==> config.mk <==
export PLATFORM = sky130hd
export DESIGN_NAME = agd_regs
export DESIGN_NICKNAME = d
export VERILOG_FILES = /design/src/rtl/agd_pkg.sv /design/src/rtl/agd_regs.sv /design/src/rtl/agd_debounce_dec.sv
export SDC_FILE = /design/constraint.sdc
export NUM_CORES = 1
export LEC_CHECK = 0
export BUFFER_PORTS_ARGS = -buffer_cell sky130_fd_sc_hd__buf_2
export CAP_MARGIN = 30
export CORE_MARGIN = 8
export CORE_UTILIZATION = 40
export DETAILED_ROUTE_END_ITERATION = 6
export HOLD_SLACK_MARGIN = 0.1
export PLACE_DENSITY = 0.67
export REMOVE_ABC_BUFFERS = 1
export SYNTH_ARGS = -nofsm -noshare
export SYNTH_HDL_FRONTEND = slang
export SYNTH_HIERARCHICAL = 1
export SYNTH_SLANG_ARGS = --single-unit
==> constraint.sdc <==
create_clock -name clk -period 5.5 [get_ports clk]
set_input_delay 0.825 -clock clk [delete_from_list [all_inputs] [get_ports clk]]
set_output_delay 0.825 -clock clk [all_outputs]
set_load 0.01 [all_outputs]
==> src/rtl/agd_pkg.sv <==
package agd_pkg;
    // register offsets on the internal control port
    localparam logic [7:0] OFS_RGT_GATE_CFG = 8'h1f;
    localparam logic [7:0] OFS_LFT_GAIN     = 8'h20;
    localparam logic [7:0] OFS_RGT_GAIN     = 8'h21;
    localparam logic [7:0] OFS_LFT_DEBOUNCE = 8'h22;
    localparam logic [7:0] OFS_RGT_DEBOUNCE = 8'h23;

    // reset values
    localparam logic [7:0] RST_GATE_CFG = 8'h00;
    localparam logic [7:0] RST_GAIN     = 8'h00;
    localparam logic [7:0] RST_DEBOUNCE = 8'h00;
    localparam logic [7:0] RST_RD_DATA  = 8'h00;
    // hysteresis code 00 after reset decodes to 1 dB, active
    localparam logic [2:0] RST_HYST_DB  = 3'h1;
    localparam logic       RST_HYST_EN  = 1'h1;

    // gate config fields
    localparam int HYST_MSB   = 7;
    localparam int HYST_LSB   = 6;
    localparam int THR_MSB    = 5;
    localparam int THR_LSB    = 1;
    localparam int CLIP_BIT   = 0;
    localparam logic [1:0] HYST_OFF = 2'h3;
    localparam logic [4:0] THR_DISABLED = 5'h00;
    // threshold attenuation in dB = THR_BASE_DB + THR_STEP_DB * code
    localparam logic [6:0] THR_BASE_DB = 7'h1c;
    localparam logic [6:0] THR_STEP_DB = 7'h02;

    // debounce fields
    localparam int NOISE_MSB  = 7;
    localparam int NOISE_LSB  = 3;
    localparam int SIG_MSB    = 2;
    localparam int SIG_LSB    = 0;
    // first code of the 64 ms multiples and its offset
    localparam logic [4:0] NOISE_LIN_CODE = 5'h08;
    localparam logic [4:0] NOISE_LIN_OFS  = 5'h07;
    localparam logic [4:0] NOISE_POW_CODE = 5'h02;
    // 64 ms expressed in 0.5 ms ticks
    localparam logic [7:0] NOISE_LIN_TICKS = 8'h80;
    localparam logic [11:0] RST_TICKS = 12'h000;

    // applied gain limits, two's complement 0.5 dB steps
    localparam logic signed [7:0] GAIN_MIN = 8'he8;
    localparam logic signed [7:0] GAIN_MAX = 8'h77;
endpackage

==> src/rtl/agd_regs.sv <==
`timescale 1ns/100ps
module agd_regs
(
    input  wire logic        clk,                   // core clock, 200 MHz
    input  wire logic        arst_n,                // async reset, active low
    input  wire logic [7:0]  reg_addr,              // register offset
    input  wire logic        reg_wr,                // write strobe
    input  wire logic [7:0]  reg_wdata,             // write data
    input  wire logic        reg_rd,                // read strobe
    output logic      [7:0]  reg_rdata,             // read data, valid after reg_rd
    input  wire logic        double_rate_audio_mode,// double rate audio on
    input  wire logic        lft_gain_vld,          // left gain loop update
    input  wire logic [7:0]  lft_gain_in,           // left gain from loop
    input  wire logic        rgt_gain_vld,          // right gain loop update
    input  wire logic [7:0]  rgt_gain_in,           // right gain from loop
    output logic      [2:0]  rgt_hyst_db,           // right hysteresis in dB
    output logic             rgt_hyst_en,           // right hysteresis active
    output logic             rgt_noise_det_en,      // right noise detection on
    output logic      [6:0]  rgt_noise_thr_db,      // right threshold, dB below 0
    output logic             rgt_clip_step_en,      // right clip stepping on
    output logic      [11:0] lft_noise_db_ticks,    // left noise debounce, 0.5 ms
    output logic      [11:0] lft_sig_db_ticks,      // left signal debounce, 0.5 ms
    output logic      [11:0] rgt_noise_db_ticks,    // right noise debounce, 0.5 ms
    output logic      [11:0] rgt_sig_db_ticks       // right signal debounce, 0.5 ms
);
    import agd_pkg::*;

    typedef struct packed {
        logic [7:0] gate_cfg;
        logic [7:0] lft_gain;
        logic [7:0] rgt_gain;
        logic [7:0] lft_deb;
        logic [7:0] rgt_deb;
        logic [7:0] rdata;
        logic [2:0] hyst_db;
        logic       hyst_en;
        logic       noise_en;
        logic [6:0] thr_db;
        logic       clip_en;
    } agd_state_t;

    agd_state_t st_r;
    agd_state_t st_nxt;

    logic [1:0] hyst_code;
    logic [4:0] thr_code;

    // clamp a loop value into the reportable window
    function automatic logic [7:0] clamp_gain(input logic [7:0] g);
        logic signed [7:0] s;
        s = signed'(g);
        if (s < GAIN_MIN)
            return GAIN_MIN;
        else if (s > GAIN_MAX)
            return GAIN_MAX;
        return g;
    endfunction

    always_comb
    begin
        st_nxt = st_r;
        // writes land first so decoded fields follow within one more cycle
        if (reg_wr)
        begin
            case (reg_addr)
                OFS_RGT_GATE_CFG: st_nxt.gate_cfg = reg_wdata;
                OFS_LFT_DEBOUNCE: st_nxt.lft_deb  = reg_wdata;
                OFS_RGT_DEBOUNCE: st_nxt.rgt_deb  = reg_wdata;
                default:          st_nxt.gate_cfg = st_r.gate_cfg;
            endcase
        end
        // gain registers ignore writes; only the loop moves them
        if (lft_gain_vld)
            st_nxt.lft_gain = clamp_gain(lft_gain_in);
        if (rgt_gain_vld)
            st_nxt.rgt_gain = clamp_gain(rgt_gain_in);

        if (reg_rd)
        begin
            case (reg_addr)
                OFS_RGT_GATE_CFG: st_nxt.rdata = st_r.gate_cfg;
                OFS_LFT_GAIN:     st_nxt.rdata = st_r.lft_gain;
                OFS_RGT_GAIN:     st_nxt.rdata = st_r.rgt_gain;
                OFS_LFT_DEBOUNCE: st_nxt.rdata = st_r.lft_deb;
                OFS_RGT_DEBOUNCE: st_nxt.rdata = st_r.rgt_deb;
                default:          st_nxt.rdata = RST_RD_DATA;
            endcase
        end

        hyst_code = st_r.gate_cfg[HYST_MSB:HYST_LSB];
        thr_code  = st_r.gate_cfg[THR_MSB:THR_LSB];
        st_nxt.hyst_en = (hyst_code != HYST_OFF);
        case (hyst_code)
            2'h0:    st_nxt.hyst_db = 3'h1;
            2'h1:    st_nxt.hyst_db = 3'h2;
            2'h2:    st_nxt.hyst_db = 3'h4;
            default: st_nxt.hyst_db = 3'h0;
        endcase
        st_nxt.noise_en = (thr_code != THR_DISABLED);
        if (thr_code == THR_DISABLED)
            st_nxt.thr_db = 7'h00;
        else
            st_nxt.thr_db = THR_BASE_DB + 7'(thr_code) * THR_STEP_DB;
        st_nxt.clip_en = st_r.gate_cfg[CLIP_BIT];
    end

    always_ff @(posedge clk or negedge arst_n)
    begin
        if (!arst_n)
        begin
            st_r          <= '0;
            st_r.gate_cfg <= RST_GATE_CFG;
            st_r.lft_gain <= RST_GAIN;
            st_r.rgt_gain <= RST_GAIN;
            st_r.lft_deb  <= RST_DEBOUNCE;
            st_r.rgt_deb  <= RST_DEBOUNCE;
            st_r.rdata    <= RST_RD_DATA;
            st_r.hyst_db  <= RST_HYST_DB;
            st_r.hyst_en  <= RST_HYST_EN;
        end
        else
            st_r <= st_nxt;
    end

    agd_debounce_dec u_lft_deb
    (
        .clk          (clk),
        .arst_n       (arst_n),
        .cfg                    (st_r.lft_deb),
        .double_rate_audio_mode (double_rate_audio_mode),
        .noise_ticks  (lft_noise_db_ticks),
        .signal_ticks (lft_sig_db_ticks)
    );

    // same decode as the left side
    agd_debounce_dec u_rgt_deb
    (
        .clk          (clk),
        .arst_n       (arst_n),
        .cfg                    (st_r.rgt_deb),
        .double_rate_audio_mode (double_rate_audio_mode),
        .noise_ticks  (rgt_noise_db_ticks),
        .signal_ticks (rgt_sig_db_ticks)
    );

    assign reg_rdata        = st_r.rdata;
    assign rgt_hyst_db      = st_r.hyst_db;
    assign rgt_hyst_en      = st_r.hyst_en;
    assign rgt_noise_det_en = st_r.noise_en;
    assign rgt_noise_thr_db = st_r.thr_db;
    assign rgt_clip_step_en = st_r.clip_en;
endmodule // agd_regs

==> src/rtl/agd_debounce_dec.sv <==
`timescale 1ns/100ps
module agd_debounce_dec
(
    input  wire logic        clk,          // core clock
    input  wire logic        arst_n,       // async reset, active low
    input  wire logic [7:0]  cfg,          // debounce register contents
    input  wire logic        double_rate_audio_mode, // double rate audio mode on
    output logic      [11:0] noise_ticks,  // noise debounce in 0.5 ms ticks
    output logic      [11:0] signal_ticks  // signal debounce in 0.5 ms ticks
);
    import agd_pkg::*;

    typedef struct packed {
        logic [11:0] noise;
        logic [11:0] sig;
    } agd_dec_state_t;

    agd_dec_state_t st_r;
    agd_dec_state_t st_nxt;

    logic [4:0] ncode;
    logic [2:0] scode;
    logic [4:0] nmul;

    always_comb
    begin
        ncode  = cfg[NOISE_MSB:NOISE_LSB];
        scode  = cfg[SIG_MSB:SIG_LSB];
        nmul   = ncode - NOISE_LIN_OFS;
        st_nxt = st_r;
        // code 1 has no defined time; treated as zero like code 0
        if (ncode >= NOISE_LIN_CODE)
            // widen before the product; 24 * 128 overflows eight bits
            st_nxt.noise = 12'(nmul) * 12'(NOISE_LIN_TICKS);
        else if (ncode >= NOISE_POW_CODE)
            st_nxt.noise = 12'h002 << (ncode - NOISE_POW_CODE);
        else
            st_nxt.noise = RST_TICKS;
        if (scode == 3'h0)
            st_nxt.sig = RST_TICKS;
        else
            st_nxt.sig = 12'h001 << (scode - 3'h1);
        // sample rate doubles, so the hardware counts expire twice as fast
        if (double_rate_audio_mode)
        begin
            st_nxt.noise = st_nxt.noise >> 1;
            st_nxt.sig   = st_nxt.sig >> 1;
        end
    end

    always_ff @(posedge clk or negedge arst_n)
    begin
        if (!arst_n)
            st_r <= '{noise: RST_TICKS, sig: RST_TICKS};
        else
            st_r <= st_nxt;
    end

    assign noise_ticks  = st_r.noise;
    assign signal_ticks = st_r.sig;
endmodule // agd_debounce_dec

* Yosys cells after proc, flatten, opt, wreduce, memory -nomap -nowiden *
Index checks and enable logic that the tools add are counted.

storage, ports and cells
  bits of input ports = 39
  output and inout port bits = 69
  logic and storage cells = 73
  bits in registers = 109

operators by class
  eq/ne operators = 8
  shift operators = 4
  $lt $le $gt $ge = 8
  add/subtract/negate cells = 7
  reduce and logical (&&, ||, !) cells = 8
  mux-type cells = 23

operator list
  kind                  count
  $mux 12               6
  $mux 24               2
  $mux 8                6
  $pmux 8 s5            1
  $eq 8x6->1 const B    4
  $shl 1x3->12 const A  2
  $shl 2x5->12 const A  2
  $gt 8x8->1 const B    2
  $lt 8x6->1 const B    2
  $ge 5x2->1 const B    2
  $ge 5x4->1 const B    2
  $sub 5x2->5 const B   2
  $sub 5x3->5 const B   2
  $pmux 3 s3            1
  $eq 8x5->1 const B    1
  $add 5x6->7 const A   1
  $mux 7                1
  $logic_not 3->1       2
  $mux 1                6
  $reduce_and 2->1      3
  $sub 3x1->3 const B   2
  $logic_not 5->1       1
  $reduce_bool 5->1     1
  $eq 2x1->1 const B    1
  3 further kinds       3

* Longest topological paths before layout *
  depth after elaboration = 5
  depth in mapped cells = 6

* Cells and area by module *
Netlist, hierarchy kept.

by module, submodules not included
  module                         sequential area each (µm²)  instances  area each (µm²)  cells each
  agd_regs                       1503.9                      1          2830.2           255
  agd_debounce_dec at u_lft_deb  500.5                       1          1003.5           97
  agd_debounce_dec at u_rgt_deb  500.5                       1          991.0            95

* Least setup slack after synthesis *
OpenSTA, ideal clock, no wires.

  path type = input to register
  start point = input reg_addr[4]
  end point = register st_r[29] (netlist name)
  stages on the path = 5
  library setup time = 0.125 ns
  data required time = 5.375 ns
  slack = 3.041 ns
  arrival time = 2.335 ns
  buffers on the path = 1
  cells stage by stage = or4b_1 buf_2 nor3_2 nor3b_4 mux2_2

between the ends
  longest elaborated chain between the ends = 2

ends and longest elaborated chain
  element                            line             RTL
  start, declared                    agd_regs.sv:6    input wire logic [7:0] reg_addr,
  $eq 8x6->1                         agd_regs.sv:65   case (reg_addr)
  $reduce_and 2->1 (no source line)  --
  end signal, assigned               agd_regs.sv:122  st_r <= st_nxt;
  end, declared                      agd_regs.sv:42   agd_state_t st_r;

No other way between the ends.
A chain may end at the register's enable or synchronous reset.

* Worst setup path in the final report *
  start point = input reg_addr[4]
  end point = register st_r[31] (netlist name)

The elaborated chain is that of the path after synthesis.

==> flow_summary.toml <==
[finish]
syn_to_final_growth_pct = 15.5
antenna_cells = 0
fin_util_pct = 46.8
finish.net_count = 576
drive_gt1_share_pct = 28.1

[pwr]
vdd_ir_drop_max_v = 0.000128
power.leakage_uw = 0.00271
powerDensity_mw_per_mm2 = 283
power_frac_comb_pct = 10.2
switching_power_uw = 385
clockPowerShare_pct = 39.6
p_seq_share_pct = 50.2
switching_share_pct = 24.4
internal_power_uw = 1190

[clock_tree]
post_cts_buffers = 0
clk_latency_ns = 0.34
path_clk_slew_ns = 0.07
post_cts_resized = 0
h-tree-depth = 3
clkSinkCount = 100
cts_hold_buf = 0
cts.path.max_buffers = 2
root_buffer = "clkbuf_16"
tritoncts = "built"
cts_buffers = 9

[die]
dieHeight_um = 126
io_pins = 108
rows = 40
chipWidth_um = 126
die-area_mm2 = 0.0158
start_util_pct = 40.5
core_area_mm2 = 0.0119

[worst_setup_path]
crit_type = "input port to register"
cp_max_fo = 11
crit_required_ns = 5.73
max_stage_delay_ns = 0.67
arrival_ns = 3.11
worst-path-stages = 5
cp-start-kind = "input port"
reg2reg_depth = 6
critPathBufInv = 1
cp_top_family = "simple AND/OR/NAND/NOR gates"
cp-end-kind = "register"
slowest_stage = "or4b_1"
crit_chain = "buf_2 > or4b_1 > nor3_2 > nor3b_4 > mux2_2"

[place]
port_buffers = 98
dp_hpwl_um = 8400
place.gp.congestion = 0.820

[global_routing]
grtUsageTotal_pct = 14.1
grt_start_max_net_pins = 58
grt_pass1_wl_um = 18000
grt_overflow_total = 0
grt_pass1_vias = 3573
antenna_found_initial = 0

[routing]
drt_wl_total_um = 10800
vias_per_cell = 5.14
drc = 0
wl_per_cell_um = 16.1
num_vias = 3459
drtPass1Iterations = 5
drtIter0Drc = 264
ant_nets = 0

[timing]
fin_tns_setup_ns = 0
setup_violations = 0
finClkSkew_ns = 0.0111
min_period_ns = 2.88
finalMaxSlewViolations = 0
maxSlewHeadroom_pct = 49.9
hold_viol = 0
rsz0062_at_grt = "false"
max_freq_ghz = 0.347
post-route-period-util_pct = 52.4
worst_slew_pin_slew_ns = 0.749

[yosys]
synthArstFlopShare_pct = 100
ys.flop_type = "dfrtp_1"
synth_top_area_cell = "dfrtp_1"
synth-edff-count = 0
synth_most_common_cell = "dfrtp_1"
synth.area.top_cells = "dfrtp_1 (51%), mux2_2 (5.4%), buf_4 (4.2%)"
syn_inst = 447
synth_area_per_cell_um2 = 10.8
synthDominantCellAreaShare_pct = 50.8
netlist_area_mm2 = 0.00482
synth_commonest_cells = "dfrtp_1 (98), nor2_1 (39), nand2_1 (36)"
yosysWarnings = 6
synthDistinctLibCells = 46
ys_ff_latch = 100
seq_area_frac_synth_pct = 51.9

[worst_hold_path]
whs_path_depth = 0
hold_path_class = "register to register"

[run]
drv_cap = 0

[outcome]
status = "completed"
-- per-stage QoR --
step / cells / power (uW) / cell area [um^2] / worst slack (ns) / hold slack, ns
after floorplan: 411 / 884 / 4580 / 2.63 / 0.371
after global placement: 657 / 961 / 5270 / 2.37 / 0.411
after detailed placement: 658 / 968 / 5270 / 2.29 / 0.407
after CTS: 673 / 1600 / 5570 / 2.65 / 0.423
after global routing: 673 / 1650 / 5570 / 2.45 / 0.430
final: 673 / 1580 / 5570 / 2.62 / 0.423
-- power groups by stage --
stage               combinational [uW]  sequential [uW]  clock, uW
finish                             160              793        626
global route                       181              797        674
CTS                                162              793        642
detailed placement                 161              807          0
global placement                   156              805          0
floorplan                         80.1              804          0
-- worst paths after layout --
path / slack, ns / end / start
hold / removal: 0.42 / rgt_clip_step_en$_DFF_PN0_ / st_nxt[0]$_DFFE_PN0P_
hold reg to reg: 0.42 / rgt_clip_step_en$_DFF_PN0_ / st_nxt[0]$_DFFE_PN0P_
setup / recovery: 2.62 / st_r[31]$_DFFE_PN0P_ / reg_addr[4]
setup reg to reg: 3.37 / u_rgt_deb/noise_ticks[9]$_DFF_PN0_ / st_r[25]$_DFFE_PN0P_
min in group asynchronous: 0.46 / u_rgt_deb/noise_ticks[4]$_DFF_PN0_ / arst_n
max in group asynchronous: 3.92 / st_r[27]$_DFFE_PN0P_ / arst_n
-- layer usage --
metal	GRT usage (%)	vias to the layer above	part of all wire, %	routed length (um)
li1	-	1666	-	-
met1	17.6	1671	45	4860
met2	22.9	112	48	5160
met3	4.26	10	6.4	689
met4	4.88	0	1.2	128
met5	0	-	0	0
-- state kept, by name, indices dropped and copies added, names as in the netlist, 2 cells and up --
name and flops:
u_rgt_deb/signal_ticks 8, u_lft_deb/noise_ticks 12, u_lft_deb/signal_ticks 8, reg_rdata 8, rgt_hyst_db 3, u_rgt_deb/noise_ticks 12
rgt_noise_thr_db 6, st_r 37, hyst_code 2
-- cells in the final DEF (no fill, tap or decap), types with 5 or more instances in the layout --
cell       Yosys  final
nor2b_1        7      7
mux2i_1       20     20
o211ai_1       6      6
o22ai_1       15     15
mux2_2        23     23
buf_2          5     98
ha_1          15     15
clkbuf_16      0      9
and2_1         5      5
inv_1         29     29
nand2b_1      11     11
nand3_1        5      5
nor3_1         8      8
o32ai_1        7      7
o21ai_0       15     15
a21oi_1        9      9
a22oi_1       13     13
conb_1         3     11
nor2_1        39     39
dfrtp_1       98     98
o2bb2ai_1      7      7
nand2_1       36     36
-- cell type report --
class	instances	area (um^2)
Clock buffer	10	239
Clock inverter	5	60.1
Fill cell	1118	6340
Inverter	29	109
Multi-Input combinational cell	282	1970
Sequential cell	100	2500
Tap cell	147	184
Timing Repair Buffer	100	505
-- logic make-up (layout without fill, tap and decap cells) --
kind of cell / Yosys count / in the layout / share of synthesized area (%)
and+or+nand+nor: 126 / 126 / 13.6
DFF: 100 / 100 / 51.9
AOI/OAI and AO/OA: 83 / 83 / 11.9
buffers and inverters: 73 / 144 / 7.91
muxes: 44 / 44 / 9.98
adders and majority gates: 16 / 16 / 4.10
other: 3 / 11 / 0.233
xor gates and xnor gates: 2 / 2 / 0.363
Power figures use the tool's default switching activity.
